### src/core/motion_regs_pkg.sv
// Package: register map, field layouts and reset values of the motion offset/rate bank
package motion_regs_pkg;

    localparam int REG_W = 8;
    localparam int AXIS_W = 16;
    localparam int ADDR_W = 8;
    localparam int INDEX_W = 5;

    // Printed offsets are register indices; byte address is index times four
    localparam logic [INDEX_W-1:0] IDX_GYRO_X_ST = 5'h00;
    localparam logic [INDEX_W-1:0] IDX_GYRO_Y_ST = 5'h01;
    localparam logic [INDEX_W-1:0] IDX_GYRO_Z_ST = 5'h02;
    localparam logic [INDEX_W-1:0] IDX_ACCEL_X_ST = 5'h0d;
    localparam logic [INDEX_W-1:0] IDX_ACCEL_Y_ST = 5'h0e;
    localparam logic [INDEX_W-1:0] IDX_ACCEL_Z_ST = 5'h0f;
    localparam logic [INDEX_W-1:0] IDX_GYRO_X_BIAS_HIGH = 5'h13;
    localparam logic [INDEX_W-1:0] IDX_GYRO_X_BIAS_LOW = 5'h14;
    localparam logic [INDEX_W-1:0] IDX_GYRO_Y_BIAS_HIGH = 5'h15;
    localparam logic [INDEX_W-1:0] IDX_GYRO_Y_BIAS_LOW = 5'h16;
    localparam logic [INDEX_W-1:0] IDX_GYRO_Z_BIAS_HIGH = 5'h17;
    localparam logic [INDEX_W-1:0] IDX_GYRO_Z_BIAS_LOW = 5'h18;
    localparam logic [INDEX_W-1:0] IDX_OUTPUT_RATE_DIVISOR = 5'h19;
    // Filter setting and status registers not held by the printed map
    localparam logic [INDEX_W-1:0] IDX_FILTER_CFG = 5'h1a;
    localparam logic [INDEX_W-1:0] IDX_RATE_STATUS = 5'h1b;

    // Filter setting fields
    localparam int LOWPASS_LSB = 0;
    localparam int BYPASS_LSB = 3;
    localparam logic [2:0] LOWPASS_MAX = 3'h7;
    localparam logic [2:0] LOWPASS_MIN = 3'h0;
    localparam logic [1:0] FILTER_CHOICE_ON = 2'b11;

    // Reset values
    localparam logic [REG_W-1:0] DIVISOR_RESET = 8'h00;
    localparam logic [REG_W-1:0] ZERO_RESET = 8'h00;

    // AXI responses
    localparam logic [1:0] RESP_OKAY = 2'b00;
    localparam logic [1:0] RESP_SLVERR = 2'b10;

    // Time constants
    localparam real CLOCK_MHZ = 125.0;
    localparam real BASE_RATE_KHZ = 1.0;
    localparam int BASE_PERIOD_CYCLES = int'(CLOCK_MHZ * 1000.0 / BASE_RATE_KHZ);

    typedef struct packed {
        logic [AXIS_W-1:0] x;
        logic [AXIS_W-1:0] y;
        logic [AXIS_W-1:0] z;
    } axis_triplet_type;

    typedef struct packed {
        logic [REG_W-1:0] gx;
        logic [REG_W-1:0] gy;
        logic [REG_W-1:0] gz;
        logic [REG_W-1:0] ax;
        logic [REG_W-1:0] ay;
        logic [REG_W-1:0] az;
    } selftest_set_type;

endpackage

### src/core/output_rate_divider.sv
// Sample divider: counts base-rate strobes and emits the output sample strobe
`timescale 1ns/100ps
module output_rate_divider #(
    parameter int BASE_CYCLES = motion_regs_pkg::BASE_PERIOD_CYCLES
) (
    // Clock and reset
    input wire logic ref_clk,
    input wire logic sys_rst,
    // Control
    input wire logic divide_enable,
    input wire logic [motion_regs_pkg::REG_W-1:0] sample_divisor,
    // Strobes
    output logic base_strobe,
    output logic sample_strobe
);
    import motion_regs_pkg::*;

    localparam int TICK_W = $clog2(BASE_CYCLES + 1);

    // Refused at elaboration: the tick counter needs at least two states
    if (BASE_CYCLES < 2)
    begin : g_base_check
        $error("BASE_CYCLES must be at least 2");
    end

    logic [TICK_W-1:0] tick_reg;
    logic [TICK_W-1:0] tick_next;
    logic [REG_W-1:0] div_count_reg;
    logic [REG_W-1:0] div_count_next;
    logic base_strobe_reg;
    logic sample_strobe_reg;
    logic base_hit;
    logic div_hit;

    assign base_hit = (tick_reg == TICK_W'(BASE_CYCLES - 1));
    assign tick_next = base_hit ? '0 : tick_reg + 1'b1;
    // Divisor ignored outside the low-pass path: every base strobe passes
    assign div_hit = !divide_enable || (div_count_reg >= sample_divisor);
    assign div_count_next = !base_hit ? div_count_reg : (div_hit ? '0 : div_count_reg + 1'b1);

    always_ff @(posedge ref_clk)
    begin
        if (sys_rst)
        begin
            tick_reg <= '0;
            div_count_reg <= '0;
            base_strobe_reg <= 1'b0;
            sample_strobe_reg <= 1'b0;
        end
        else
        begin
            tick_reg <= tick_next;
            div_count_reg <= div_count_next;
            base_strobe_reg <= base_hit;
            sample_strobe_reg <= base_hit && div_hit;
        end
    end

    assign base_strobe = base_strobe_reg;
    assign sample_strobe = sample_strobe_reg;

endmodule

### src/core/motion_offset_rate_regs.sv
// Register bank: factory self-test bytes, gyro bias, sample divisor, AXI4-Lite slave
// Functional notes
// - Six read/write factory self-test bytes
// - Gyro bias is 16-bit split high/low
// - Bias added to raw gyro before output
// - Output rate is base over divisor plus one
// - Divisor used only on low-pass path
// - Divided strobe updates outputs and FIFO push
// - Divisor read/write, resets to zero
// - Filter choice is inverse of bypass select
// - Self-test bytes reset to factory values
`timescale 1ns/100ps
module motion_offset_rate_regs #(
    parameter int BASE_CYCLES = motion_regs_pkg::BASE_PERIOD_CYCLES,
    // Factory trim values; arbitrary defaults
    parameter logic [7:0] FACTORY_GYRO_X = 8'h00,
    parameter logic [7:0] FACTORY_GYRO_Y = 8'h00,
    parameter logic [7:0] FACTORY_GYRO_Z = 8'h00,
    parameter logic [7:0] FACTORY_ACCEL_X = 8'h00,
    parameter logic [7:0] FACTORY_ACCEL_Y = 8'h00,
    parameter logic [7:0] FACTORY_ACCEL_Z = 8'h00
) (
    // Clock and reset
    input wire logic ref_clk,
    input wire logic sys_rst,
    // AXI4-Lite write address and data
    input wire logic [motion_regs_pkg::ADDR_W-1:0] s_axi_awaddr,
    input wire logic s_axi_awvalid,
    output logic s_axi_awready,
    input wire logic [31:0] s_axi_wdata,
    input wire logic [3:0] s_axi_wstrb,
    input wire logic s_axi_wvalid,
    output logic s_axi_wready,
    // AXI4-Lite write response
    output logic [1:0] s_axi_bresp,
    output logic s_axi_bvalid,
    input wire logic s_axi_bready,
    // AXI4-Lite read
    input wire logic [motion_regs_pkg::ADDR_W-1:0] s_axi_araddr,
    input wire logic s_axi_arvalid,
    output logic s_axi_arready,
    output logic [31:0] s_axi_rdata,
    output logic [1:0] s_axi_rresp,
    output logic s_axi_rvalid,
    input wire logic s_axi_rready,
    // Raw gyro samples from the sensor front end, same clock
    input wire motion_regs_pkg::axis_triplet_type raw_gyro,
    // Corrected gyro outputs and strobes
    output motion_regs_pkg::axis_triplet_type gyro_out,
    output logic sample_strobe,
    output logic fifo_push
);
    import motion_regs_pkg::*;

    typedef enum logic [1:0] {WR_IDLE, WR_RESP} wr_state_type;
    typedef enum logic [1:0] {RD_IDLE, RD_DATA} rd_state_type;

    // Index from byte address; misaligned or out-of-range addresses are unmapped
    function automatic logic [INDEX_W-1:0] addr_index(input logic [ADDR_W-1:0] a);
        addr_index = a[INDEX_W+1:2];
    endfunction

    function automatic logic addr_mapped(input logic [ADDR_W-1:0] a);
        logic [INDEX_W-1:0] i;
        i = a[INDEX_W+1:2];
        addr_mapped = (a[1:0] == 2'b00) && (a[ADDR_W-1:INDEX_W+2] == '0)
            && ((i <= IDX_GYRO_Z_ST)
            || (i >= IDX_ACCEL_X_ST && i <= IDX_ACCEL_Z_ST)
            || (i >= IDX_GYRO_X_BIAS_HIGH && i <= IDX_RATE_STATUS));
    endfunction

    selftest_set_type selftest_reg;
    axis_triplet_type bias_reg;
    logic [REG_W-1:0] divisor_reg;
    logic [1:0] bypass_reg;
    logic [2:0] lowpass_reg;
    axis_triplet_type gyro_out_reg;
    logic fifo_push_reg;
    logic sample_strobe_reg;
    logic sample_seen_reg;
    wr_state_type wr_state_reg;
    rd_state_type rd_state_reg;
    logic awready_reg;
    logic wready_reg;
    logic bvalid_reg;
    logic [1:0] bresp_reg;
    logic arready_reg;
    logic rvalid_reg;
    logic [31:0] rdata_reg;
    logic [1:0] rresp_reg;
    logic [ADDR_W-1:0] awaddr_reg;
    logic [REG_W-1:0] wbyte_reg;
    logic wlane_reg;
    logic aw_have_reg;
    logic w_have_reg;

    logic [1:0] filter_choice;
    logic divide_enable;
    logic div_strobe;
    logic aw_take;
    logic w_take;
    logic aw_now;
    logic w_now;
    logic do_write;
    logic [ADDR_W-1:0] wr_addr;
    logic [REG_W-1:0] wr_byte;
    logic wr_lane;
    logic [INDEX_W-1:0] wr_idx;
    logic wr_ok;
    logic [INDEX_W-1:0] rd_idx;
    logic rd_ok;
    logic [REG_W-1:0] rd_byte;
    axis_triplet_type corrected;

    // Filter choice is the inverse of the bypass field
    assign filter_choice = ~bypass_reg;
    assign divide_enable = (filter_choice == FILTER_CHOICE_ON)
        && (lowpass_reg > LOWPASS_MIN) && (lowpass_reg < LOWPASS_MAX);

    output_rate_divider #(
        .BASE_CYCLES(BASE_CYCLES)
    ) u_divider (
        .ref_clk(ref_clk),
        .sys_rst(sys_rst),
        .divide_enable(divide_enable),
        .sample_divisor(divisor_reg),
        .base_strobe(),
        .sample_strobe(div_strobe)
    );

    // Wraps on overflow, as two's-complement hardware does
    assign corrected.x = raw_gyro.x + bias_reg.x;
    assign corrected.y = raw_gyro.y + bias_reg.y;
    assign corrected.z = raw_gyro.z + bias_reg.z;

    // Write channel: address and data taken in either order
    assign aw_take = s_axi_awvalid && awready_reg;
    assign w_take = s_axi_wvalid && wready_reg;
    assign aw_now = aw_have_reg || aw_take;
    assign w_now = w_have_reg || w_take;
    assign do_write = (wr_state_reg == WR_IDLE) && aw_now && w_now;
    assign wr_addr = aw_have_reg ? awaddr_reg : s_axi_awaddr;
    assign wr_byte = w_have_reg ? wbyte_reg : s_axi_wdata[REG_W-1:0];
    assign wr_lane = w_have_reg ? wlane_reg : s_axi_wstrb[0];
    assign wr_idx = addr_index(wr_addr);
    assign wr_ok = addr_mapped(wr_addr);

    assign rd_idx = addr_index(s_axi_araddr);
    assign rd_ok = addr_mapped(s_axi_araddr);

    always_comb
    begin
        rd_byte = ZERO_RESET;
        unique case (rd_idx)
            IDX_GYRO_X_ST: rd_byte = selftest_reg.gx;
            IDX_GYRO_Y_ST: rd_byte = selftest_reg.gy;
            IDX_GYRO_Z_ST: rd_byte = selftest_reg.gz;
            IDX_ACCEL_X_ST: rd_byte = selftest_reg.ax;
            IDX_ACCEL_Y_ST: rd_byte = selftest_reg.ay;
            IDX_ACCEL_Z_ST: rd_byte = selftest_reg.az;
            IDX_GYRO_X_BIAS_HIGH: rd_byte = bias_reg.x[15:8];
            IDX_GYRO_X_BIAS_LOW: rd_byte = bias_reg.x[7:0];
            IDX_GYRO_Y_BIAS_HIGH: rd_byte = bias_reg.y[15:8];
            IDX_GYRO_Y_BIAS_LOW: rd_byte = bias_reg.y[7:0];
            IDX_GYRO_Z_BIAS_HIGH: rd_byte = bias_reg.z[15:8];
            IDX_GYRO_Z_BIAS_LOW: rd_byte = bias_reg.z[7:0];
            IDX_OUTPUT_RATE_DIVISOR: rd_byte = divisor_reg;
            IDX_FILTER_CFG: rd_byte = {3'b000, bypass_reg, lowpass_reg};
            IDX_RATE_STATUS: rd_byte = {6'b00_0000, sample_seen_reg, divide_enable};
            default: rd_byte = ZERO_RESET;
        endcase
    end

    // Write handshake
    always_ff @(posedge ref_clk)
    begin
        if (sys_rst)
        begin
            wr_state_reg <= WR_IDLE;
            awready_reg <= 1'b1;
            wready_reg <= 1'b1;
            aw_have_reg <= 1'b0;
            w_have_reg <= 1'b0;
            awaddr_reg <= '0;
            wbyte_reg <= '0;
            wlane_reg <= 1'b0;
            bvalid_reg <= 1'b0;
            bresp_reg <= RESP_OKAY;
        end
        else
        begin
            unique case (wr_state_reg)
                WR_IDLE:
                begin
                    if (aw_take)
                    begin
                        awaddr_reg <= s_axi_awaddr;
                        aw_have_reg <= 1'b1;
                        awready_reg <= 1'b0;
                    end
                    if (w_take)
                    begin
                        wbyte_reg <= s_axi_wdata[REG_W-1:0];
                        wlane_reg <= s_axi_wstrb[0];
                        w_have_reg <= 1'b1;
                        wready_reg <= 1'b0;
                    end
                    if (do_write)
                    begin
                        aw_have_reg <= 1'b0;
                        w_have_reg <= 1'b0;
                        awready_reg <= 1'b0;
                        wready_reg <= 1'b0;
                        bvalid_reg <= 1'b1;
                        bresp_reg <= wr_ok ? RESP_OKAY : RESP_SLVERR;
                        wr_state_reg <= WR_RESP;
                    end
                end
                WR_RESP:
                begin
                    if (s_axi_bready)
                    begin
                        bvalid_reg <= 1'b0;
                        awready_reg <= 1'b1;
                        wready_reg <= 1'b1;
                        wr_state_reg <= WR_IDLE;
                    end
                end
            endcase
        end
    end

    // Register contents; a clear byte lane 0 drops the write but still answers OKAY
    always_ff @(posedge ref_clk)
    begin
        if (sys_rst)
        begin
            selftest_reg <= {FACTORY_GYRO_X, FACTORY_GYRO_Y, FACTORY_GYRO_Z,
                FACTORY_ACCEL_X, FACTORY_ACCEL_Y, FACTORY_ACCEL_Z};
            bias_reg <= '0;
            divisor_reg <= DIVISOR_RESET;
            bypass_reg <= 2'b00;
            lowpass_reg <= 3'b000;
        end
        else if (do_write && wr_ok && wr_lane)
        begin
            unique case (wr_idx)
                IDX_GYRO_X_ST: selftest_reg.gx <= wr_byte;
                IDX_GYRO_Y_ST: selftest_reg.gy <= wr_byte;
                IDX_GYRO_Z_ST: selftest_reg.gz <= wr_byte;
                IDX_ACCEL_X_ST: selftest_reg.ax <= wr_byte;
                IDX_ACCEL_Y_ST: selftest_reg.ay <= wr_byte;
                IDX_ACCEL_Z_ST: selftest_reg.az <= wr_byte;
                IDX_GYRO_X_BIAS_HIGH: bias_reg.x[15:8] <= wr_byte;
                IDX_GYRO_X_BIAS_LOW: bias_reg.x[7:0] <= wr_byte;
                IDX_GYRO_Y_BIAS_HIGH: bias_reg.y[15:8] <= wr_byte;
                IDX_GYRO_Y_BIAS_LOW: bias_reg.y[7:0] <= wr_byte;
                IDX_GYRO_Z_BIAS_HIGH: bias_reg.z[15:8] <= wr_byte;
                IDX_GYRO_Z_BIAS_LOW: bias_reg.z[7:0] <= wr_byte;
                IDX_OUTPUT_RATE_DIVISOR: divisor_reg <= wr_byte;
                IDX_FILTER_CFG:
                begin
                    lowpass_reg <= wr_byte[LOWPASS_LSB +: 3];
                    bypass_reg <= wr_byte[BYPASS_LSB +: 2];
                end
                default:
                begin
                end
            endcase
        end
    end

    // Read handshake
    always_ff @(posedge ref_clk)
    begin
        if (sys_rst)
        begin
            rd_state_reg <= RD_IDLE;
            arready_reg <= 1'b1;
            rvalid_reg <= 1'b0;
            rdata_reg <= '0;
            rresp_reg <= RESP_OKAY;
        end
        else
        begin
            unique case (rd_state_reg)
                RD_IDLE:
                begin
                    if (s_axi_arvalid)
                    begin
                        arready_reg <= 1'b0;
                        rvalid_reg <= 1'b1;
                        rdata_reg <= {24'h00_0000, rd_byte};
                        rresp_reg <= rd_ok ? RESP_OKAY : RESP_SLVERR;
                        rd_state_reg <= RD_DATA;
                    end
                end
                RD_DATA:
                begin
                    if (s_axi_rready)
                    begin
                        rvalid_reg <= 1'b0;
                        arready_reg <= 1'b1;
                        rd_state_reg <= RD_IDLE;
                    end
                end
            endcase
        end
    end

    // Sample path: output and FIFO push share the divided strobe
    always_ff @(posedge ref_clk)
    begin
        if (sys_rst)
        begin
            gyro_out_reg <= '0;
            fifo_push_reg <= 1'b0;
            sample_strobe_reg <= 1'b0;
            sample_seen_reg <= 1'b0;
        end
        else
        begin
            fifo_push_reg <= div_strobe;
            sample_strobe_reg <= div_strobe;
            if (div_strobe)
            begin
                gyro_out_reg <= corrected;
                sample_seen_reg <= ~sample_seen_reg;
            end
        end
    end

    assign s_axi_awready = awready_reg;
    assign s_axi_wready = wready_reg;
    assign s_axi_bvalid = bvalid_reg;
    assign s_axi_bresp = bresp_reg;
    assign s_axi_arready = arready_reg;
    assign s_axi_rvalid = rvalid_reg;
    assign s_axi_rdata = rdata_reg;
    assign s_axi_rresp = rresp_reg;
    assign gyro_out = gyro_out_reg;
    assign sample_strobe = sample_strobe_reg;
    assign fifo_push = fifo_push_reg;

endmodule

### config.mk
export PLATFORM = sky130hd
export DESIGN_NAME = motion_offset_rate_regs
export DESIGN_NICKNAME = d
export VERILOG_FILES = /design/src/core/motion_regs_pkg.sv /design/src/core/output_rate_divider.sv /design/src/core/motion_offset_rate_regs.sv
export SDC_FILE = /design/constraint.sdc
export NUM_CORES = 1
export LEC_CHECK = 0
export ABC_AREA = 0
export BUFFER_PORTS_ARGS = -buffer_cell sky130_fd_sc_hd__buf_2
export CAP_MARGIN = 10
export CORE_MARGIN = 2
export CORE_UTILIZATION = 40
export CTS_BUF_LIST = sky130_fd_sc_hd__clkbuf_4
export DETAILED_ROUTE_END_ITERATION = 8
export GPL_ROUTABILITY_DRIVEN = 0
export SLEW_MARGIN = 5
export SYNTH_ARGS = -nofsm -noshare
export SYNTH_HDL_FRONTEND = slang
export SYNTH_HIERARCHICAL = 1
export SYNTH_SLANG_ARGS = --single-unit
### constraint.sdc
create_clock -name ref_clk -period 6.1 [get_ports ref_clk]
set_clock_uncertainty 0.2 [all_clocks]
set_input_delay 0.61 -clock ref_clk [delete_from_list [all_inputs] [get_ports ref_clk]]
set_output_delay 0.61 -clock ref_clk [all_outputs]
set_load 0.01 [all_outputs]
==> results of run 1 <==
cell type report:
cell class / instances / share of cell area, %
clock buffer: 95 / 5.284
antenna: 1 / 0.01854
sequential: 219 / 32.49
timing repair buffer: 163 / 6.675
tap: 384 / 3.560
inverter: 39 / 1.085
multi-input combinational: 1028 / 49.93
clock inverter: 19 / 0.9549
worst paths after layout:
path / from / to / slack (ns) / cells after the start
max: aw_have_reg / selftest_reg[5] / 2.55 / 6
min: s_axi_wdata[7] / wbyte_reg[7] / 0.03 / 3
max reg2reg: aw_have_reg / selftest_reg[5] / 2.55 / 6
min reg2reg: wbyte_reg[0] / wbyte_reg[0] / 0.25 / 2
worst register-to-register path: stages (launching register included):
cell and delay (ns):
dfxtp_1 0.80, or4b_1 0.57, a2111oi_4 0.39, nand2b_2 0.20
or4_1 0.90, nand3b_1 0.23, o21ai_1 0.08
through the flow:
stage	cells	instance area (sq um)	setup WS, ns
after floorplan	1394	11900	3.100
after global placement	1819	12510	2.650
after detailed placement	1819	12510	2.616
after CTS	1947	13490	2.565
after global routing	1948	13500	2.365
final	1948	13500	2.550
power groups by stage:
| stage | clock, mW | sequential (mW) | combinational (mW) |
|---|---|---|---|
| 2_1_floorplan | 0 | 1.50 | 0.207 |
| 3_3_place_gp | 0 | 1.51 | 0.275 |
| 3_5_place_dp | 0 | 1.51 | 0.277 |
| 4_1_cts | 1.49 | 1.48 | 0.286 |
| 5_1_grt | 1.56 | 1.48 | 0.315 |
| 6_report | 1.45 | 1.48 | 0.287 |
per-layer routing:
layer	up-vias	routed length (um)	GRT usage, %
met3	55	2245	4.069
met4	0	665	7.025
met1	4970	16090	30.30
li1	5277	-	-
met2	344	14870	32.81
met5	-	0	0
layout by cell type (no fill, tap or decap), types with 9 or more instances in the layout:
cell           instances
ha_1                  55
o21ai_2               18
o21ai_0               68
nor2_1               112
xor2_1                22
a21oi_1               61
conb_1                26
xnor2_1               31
nor3_1                35
or4_1                 12
nand3_1               36
clkbuf_4              95
nand2_1              103
or2_2                 13
clkinv_1              14
dlygate4sd3_1         14
o21ai_1               54
mux2i_1               49
a31oi_1                9
dfxtp_1              218
buf_2                143
nand2b_1              16
a22oi_1               42
a21o_1                11
a211oi_1              22
o22ai_1               10
inv_1                 39
o211ai_1              11
nand3b_1              99
nand4_1               11
==> impl_metrics.yaml, run 1 <==
status:
  status: "complete, no violations"
pwr:
  seq_power_share_pct: 46.0
  power_density_mw_per_mm2: 237.8
  p_clk_share_pct: 45.0
  p_int_mw: 2.358
  p_sw_share_pct: 26.54
  power.leakage_nw: 5.334
  p_sw_mw: 0.8520
  finalPower_mw: 3.210
  ir_worst_vdd_mv: 0.1355
  p_comb_share_pct: 8.9
timing:
  finalSetupViolCount: 0
  worst_slew_margin_rel_pct: 16.66
  whs_ns: 0.03315
  fmax_mhz: 281.7
  timing_hold_violations_final: 0
  worst_pin_slew_ns: 1.240
  fin_crit_sh_pct: 58.19
  setup_tns_ns: 0
  fin_crit_ns: 3.550
  slew_violations: 0
  rsz0062_at_grt: "no"
placement:
  hpwlAfterDp_mm: 23.84
  io_buffer_count: 144
route:
  wl_per_cell_um: 17.39
  detail_route.wirelength_mm: 33.88
  drtIter0Drc: 864
  firstDrtPassIters: 6
  num_vias: 10646
  vias_per_cell: 5.465
  drc: 0
  ant_nets: 0
grt:
  grt_max_degree: 81
  first_global_vias: 9753
  grt_pass1_wl_mm: 52.70
  grt_remaining_overflow: 0
  track_usage_pct: 21.44
  antenna_found_initial: 1
die:
  fp.dieH_um: 175.8
  die_area_sq_mm: 0.03090
  initial_core_util_pct: 40.91
  design.core.area_sq_mm: 0.02886
  io_pins: 198
  rows: 62
  die_x_um: 175.8
cells_and_area:
  area_delta_synth_final_pct: 14.33
  multiInputGateArea_sq_mm: 0.006739
  seqCellArea_sq_mm: 0.004385
  fillCellCount: 2897
  drive_above_1_share_pct: 19.00
  finish.utilization_pct: 46.77
  num-nets-final: 1682
critical_path:
  required_ns: 6.39
  crit_chain: "or4b_1 -> a2111oi_4 -> nand2b_2 -> or4_1 -> nand3b_1 -> o21ai_1"
  startpoint_type: "flop"
  crit_buf_inv: 0
  critPathSlowestCell: "or4_1"
  critPathCaptureType: "flop"
  crit_fanout: 23
  cp_slowest_stage_delay_ns: 0.90
  path_class: "reg -> reg"
  cpLargestDelayFamily: "simple AND/OR/NAND/NOR gates"
  cp.arrival_ns: 3.83
yosys:
  avgSynthCellArea_sq_um: 8.623
  yosysWarnings: 6
  syn_area_sq_mm: 0.01181
  synth_cells: 1369
clock_tree:
  clkTransAtPathRegs_ns: 0.06
  cts_tree: "yes"
  insertion_delay_ns: 0.66
  clockBufferDepth: 3
  cts-root-buf: "clkbuf_4"
  postCtsSetupBuffers: 0
  ctsResizeCount: 0
  cts_htree_levels: 3
  hold_buffers: 14
  clock-sinks: 219
  cts_buffers: 66
job:
  cap_violations: 0
hold_path:
  hp-class: "in -> reg"
No activity file was read; power rests on OpenSTA's default activity.
==> inputs of run 2 (changes only) <==
==> constraint.sdc (replaced) <==
create_clock -name ref_clk -period 3.7 [get_ports ref_clk]
set_clock_uncertainty 0.2 [all_clocks]
set_input_delay 0.37 -clock ref_clk [delete_from_list [all_inputs] [get_ports ref_clk]]
set_output_delay 0.37 -clock ref_clk [all_outputs]
set_load 0.01 [all_outputs]
==> run 2 against run 1 <==
Effect of this change: power up 63%; clock power up 56%; routed wire length up 1.5%; setup slack worse by 2.3 ns; core utilization up 2.1 points; maximum frequency up 2.5%; die area unchanged; non-clock buffer count up 68; final area up 4.5%; global-route usage up 0.35 points.
==> impl_metrics.yaml, run 2 (same netlist as run 1, synthesis figures left out) <==
status:
  status: "complete, no violations"
grt:
  antenna_found_initial: 1
  grt_remaining_overflow: 0
  grt_max_degree: 66
  first_global_vias: 10206
  track_usage_pct: 21.79
  grt_pass1_wl_mm: 53.99
timing:
  fin_crit_sh_pct: 93.57
  timing_hold_violations_final: 0
  setup_slack_ns: 0.2379
  worst_slew_margin_rel_pct: 42.16
  setup_tns_ns: 0
  slew_violations: 0
  fin_crit_ns: 3.462
  rsz0062_at_grt: "no"
  worst_pin_slew_ns: 0.8645
  fmax_mhz: 288.8
  finalSetupViolCount: 0
critical_path:
  startpoint_type: "flop"
  path_class: "reg -> reg"
  cp.arrival_ns: 3.90
  crit_fanout: 4
  critPathCaptureType: "flop"
  required_ns: 4.13
pwr:
  finalPower_mw: 5.227
  ir_worst_vdd_mv: 0.2621
  power.leakage_nw: 5.623
  power_density_mw_per_mm2: 370.5
clock_tree:
  insertion_delay_ns: 0.72
  cts_htree_levels: 2
  ctsResizeCount: 0
  cts_tree: "yes"
  clock-sinks: 219
  postCtsSetupBuffers: 0
  clockBufferDepth: 3
  cts-root-buf: "clkbuf_4"
  cts_buffers: 60
  hold_buffers: 70
  clkTransAtPathRegs_ns: 0.07
cells_and_area:
  final_cell_mix: "dfxtp_1, buf_2, nor2_1"
  area_delta_synth_final_pct: 19.50
  drive_above_1_share_pct: 19.29
  finish.utilization_pct: 48.89
  num-nets-final: 1744
  layout_commonest_cell: "dfxtp_1"
route:
  detail_route.wirelength_mm: 34.38
  ant_nets: 0
  drtIter0Drc: 746
  firstDrtPassIters: 7
  drc: 0
  num_vias: 10941
  vias_per_cell: 5.435
  wl_per_cell_um: 17.08
die:
  rows: 62
  fp.dieH_um: 175.8
  design.core.area_sq_mm: 0.02886
  die_x_um: 175.8
  io_pins: 198
  initial_core_util_pct: 40.91
  die_area_sq_mm: 0.03090
placement:
  place_ws_ns: 0.4841
  io_buffer_count: 144
  hpwlAfterDp_mm: 24.15
hold_path:
  hp-class: "in -> reg"
job:
  cap_violations: 0
-- run 2: changes by cell type in the layout (fill, tap and decap cells not counted) --
| cell | change |
|---|---|
| buf_4 | +12 |
| bufinv_16 | -2 |
| clkbuf_4 | +6 |
| clkinv_1 | -8 |
| clkinv_4 | +1 |
| clkinvlp_4 | -1 |
| dlygate4sd3_1 | +56 |
| inv_2 | +1 |
-- run 2: final timing paths --
check                  to         start  slack (ns)  depth (start not counted)
max          gyro_out[31]  bias_reg[17]        0.24                          8
min          gyro_out[29]  raw_gyro[29]        0.05                          4
max reg2reg  gyro_out[31]  bias_reg[17]        0.24                          8
min reg2reg     wlane_reg     wlane_reg        0.25                          2
-- run 2: final cells by class --
cell class,instances,area (sq um)
Multi-Input combinational cell,1028,6739
Clock inverter,10,43.79
Inverter,39,146.4
Timing Repair Buffer,231,1551
Sequential cell,219,4385
Fill cell,2869,14750
Antenna cell,1,2.502
Tap cell,384,480.5
Clock buffer,101,758.2
-- run 2: critical path, cell delays in order (launching register included) --
cell and delay (ns):
dfxtp_1 0.48, ha_1 0.31, a211oi_1 0.41, o211ai_1 0.25
a2111oi_0 0.61, o31ai_1 0.18, xnor2_1 0.15, dlygate4sd3_1 0.56
a211oi_1 0.22
-- run 2: per-layer routing --
metal,part of all wire (%),vias up,track usage (%),wire (um)
met5,0,-,0,0
met3,6.2,81,3.896,2124
li1,-,5389,-,-
met2,43,369,33.23,14850
met1,48,5102,30.53,16330
met4,3.1,0,8.437,1078
-- run 2: where the power goes --
part / internal [mW] / total (mW) / leakage, nW / switching, mW
Sequential: 2.39 / 2.42 / 1.77 / 0.0286
Combinational: 0.229 / 0.550 / 3.36 / 0.320
Clock: 1.22 / 2.26 / 0.491 / 1.04
Total: 3.84 / 5.23 / 5.62 / 1.39
-- run 2: stage by stage --
step	area [sq um]	hold WS (ns)	cells
after floorplan	11900	0.2329	1394
after global placement	12600	0.2351	1831
after detailed placement	12600	0.2430	1831
after CTS	14100	0.0001435	2012
after global routing	14110	0.01749	2013
final	14110	0.04571	2013
==> inputs of run 3 (changes only) <==
--- a/config.mk
+++ b/config.mk
@@ -5,7 +5,7 @@
 export SDC_FILE = /design/constraint.sdc
 export NUM_CORES = 1
 export LEC_CHECK = 0
-export ABC_AREA = 0
+export ABC_AREA = 1
 export BUFFER_PORTS_ARGS = -buffer_cell sky130_fd_sc_hd__buf_2
 export CAP_MARGIN = 10
 export CORE_MARGIN = 2
==> constraint.sdc (replaced) <==
create_clock -name ref_clk -period 3.6 [get_ports ref_clk]
set_clock_uncertainty 0.2 [all_clocks]
set_input_delay 0.36 -clock ref_clk [delete_from_list [all_inputs] [get_ports ref_clk]]
set_output_delay 0.36 -clock ref_clk [all_outputs]
set_load 0.01 [all_outputs]
==> run 3 against run 2 <==
Effect of this change: non-clock buffer count is the same; highest routed layer is now met5; critical path type unchanged; maximum frequency increased by 20%; die area is 5.6% higher; clock-buffer cell count fell by 2; final cell count grew 27%; combinational power is 56% higher; hold slack gained 0.012 ns; power increased by 9.1%.
==> impl_metrics.yaml, run 3 <==
grt:
  grt_pass1_wl_mm: 60.21
  grt_max_degree: 103
  track_usage_pct: 22.46
  first_global_vias: 11964
  grt_remaining_overflow: 0
  antenna_found_initial: 4
clock_tree:
  clock-sinks: 219
  insertion_delay_ns: 0.73
  ctsResizeCount: 0
  clkTransAtPathRegs_ns: 0.06
  cts_htree_levels: 2
  clockBufferDepth: 3
  cts-root-buf: "clkbuf_4"
  cts_buffers: 60
  cts_tree: "yes"
timing:
  rsz0062_at_grt: "no"
  fmax_mhz: 345.7
  timing_hold_violations_final: 0
  worst_slew_margin_rel_pct: 47.45
  worst_pin_slew_ns: 0.7882
  finalSetupViolCount: 0
  slew_violations: 0
  setup_tns_ns: 0
  fin_crit_sh_pct: 80.36
  fin_crit_ns: 2.893
cells_and_area:
  drive_above_1_share_pct: 14.47
  final_cell_mix: "nand2_1, nor2_1, dfxtp_1"
  layout_commonest_cell: "nand2_1"
  final_cells: 2547
  num-nets-final: 2266
  area_delta_synth_final_pct: 19.78
critical_path:
  cp.arrival_ns: 3.25
  required_ns: 3.96
  critPathCaptureType: "flop"
  startpoint_type: "flop"
  crit_fanout: 39
  path_class: "reg -> reg"
hold_path:
  hp-class: "in -> reg"
route:
  firstDrtPassIters: 5
  ant_nets: 0
  drtIter0Drc: 1011
  vias_per_cell: 5.076
  drc: 0
  detail_route.wirelength_mm: 37.86
  num_vias: 12928
  wl_per_cell_um: 14.86
placement:
  io_buffer_count: 144
  dp.cells: 2365
  hpwlAfterDp_mm: 26.56
yosys:
  syn_area_sq_mm: 0.01248
  avgSynthCellArea_sq_um: 6.669
  synth_cells: 1872
  yosysWarnings: 6
die:
  initial_core_util_pct: 40.71
  design.core.area_sq_mm: 0.03067
  die_area_sq_mm: 0.03264
  io_pins: 198
  fp.dieH_um: 180.7
  rows: 64
  die_x_um: 180.7
pwr:
  power.leakage_nw: 6.936
  ir_worst_vdd_mv: 0.2998
  power_density_mw_per_mm2: 381.4
job:
  cap_violations: 0
status:
  status: "complete, no violations"
==> run 3: changes by cell type in the layout (fill, tap and decap cells not counted), moves of 36 or more <==
cell,previous run,this run
mux2i_1,49,0
a21oi_1,61,168
o21ai_0,68,112
o21ai_1,54,2
nand4_1,11,47
nand2_1,103,426
nor2_1,112,242
inv_1,39,188
a22oi_1,42,0
nand3b_1,99,6
nand3_1,36,170
==> run 3: through the flow <==
step	setup WS, ns	cell area [sq um]	power (mW)	hold slack (ns)	utilization [%]
after global routing	0.5001	14950	5.962	0.06026	48.76
after floorplan	1.377	12580	3.081	0.2175	-
after global placement	0.8467	13460	3.326	0.2309	43.90
final	0.7072	14950	5.703	0.05771	48.76
after detailed placement	0.7950	13460	3.333	0.2356	43.90
after CTS	0.7495	14950	5.763	0.00004818	48.74
==> run 3: final timing paths <==
check | startpoint | to | slack (ns) | cells past startpoint
setup / recovery | aw_have_reg | selftest_reg[32] | 0.71 | 12
hold / removal | raw_gyro[7] | gyro_out[7] | 0.06 | 5
setup reg to reg | aw_have_reg | selftest_reg[32] | 0.71 | 12
hold reg to reg | s_axi_arready | s_axi_arready | 0.25 | 2
==> run 3: final cells by class <==
class | instances | area [sq um]
fill | 3201 | 15720
multi-input combinational | 1388 | 6953
sequential | 219 | 4385
timing repair buffer | 231 | 1577
inverter | 201 | 754.5
clock buffer | 99 | 743.2
tap | 396 | 495.5
clock inverter | 11 | 41.29
antenna | 2 | 5.005
==> run 3: routing by layer <==
metal	global-route usage (%)	part of all wire (%)	wire (um)	up-vias
met5	0	0.061	23	-
met4	7.710	3.0	1123	4
met3	4.365	6.8	2582	85
met2	35.71	43	16440	435
met1	30.41	47	17690	5833
li1	-	-	-	6571
==> run 3: power by group <==
part           leakage (nW)  internal (mW)  switching [mW]
combinational          4.69          0.266           0.590
sequential             1.77           2.48          0.0431
clock                 0.478           1.23            1.10
==> run 3: worst max-delay path, cell delays in order (launching register included) <==
cell and delay (ns):
dfxtp_1 0.62, inv_2 0.15, nand2_1 0.13, nand2_2 0.09
nand2_1 0.16, nand2_1 0.09, nand3_2 0.10, nand3_2 0.10
nor2_4 0.17, buf_4 0.39, nand2_1 0.32, nand2_1 0.13
a21oi_1 0.06
==> run 3: timing repair <==
action                     in CTS  in global routing
hold endpoints to repair       95                  0
buffers inserted                0                  0
hold buffers                   70                  0
setup endpoints to repair       0                  0
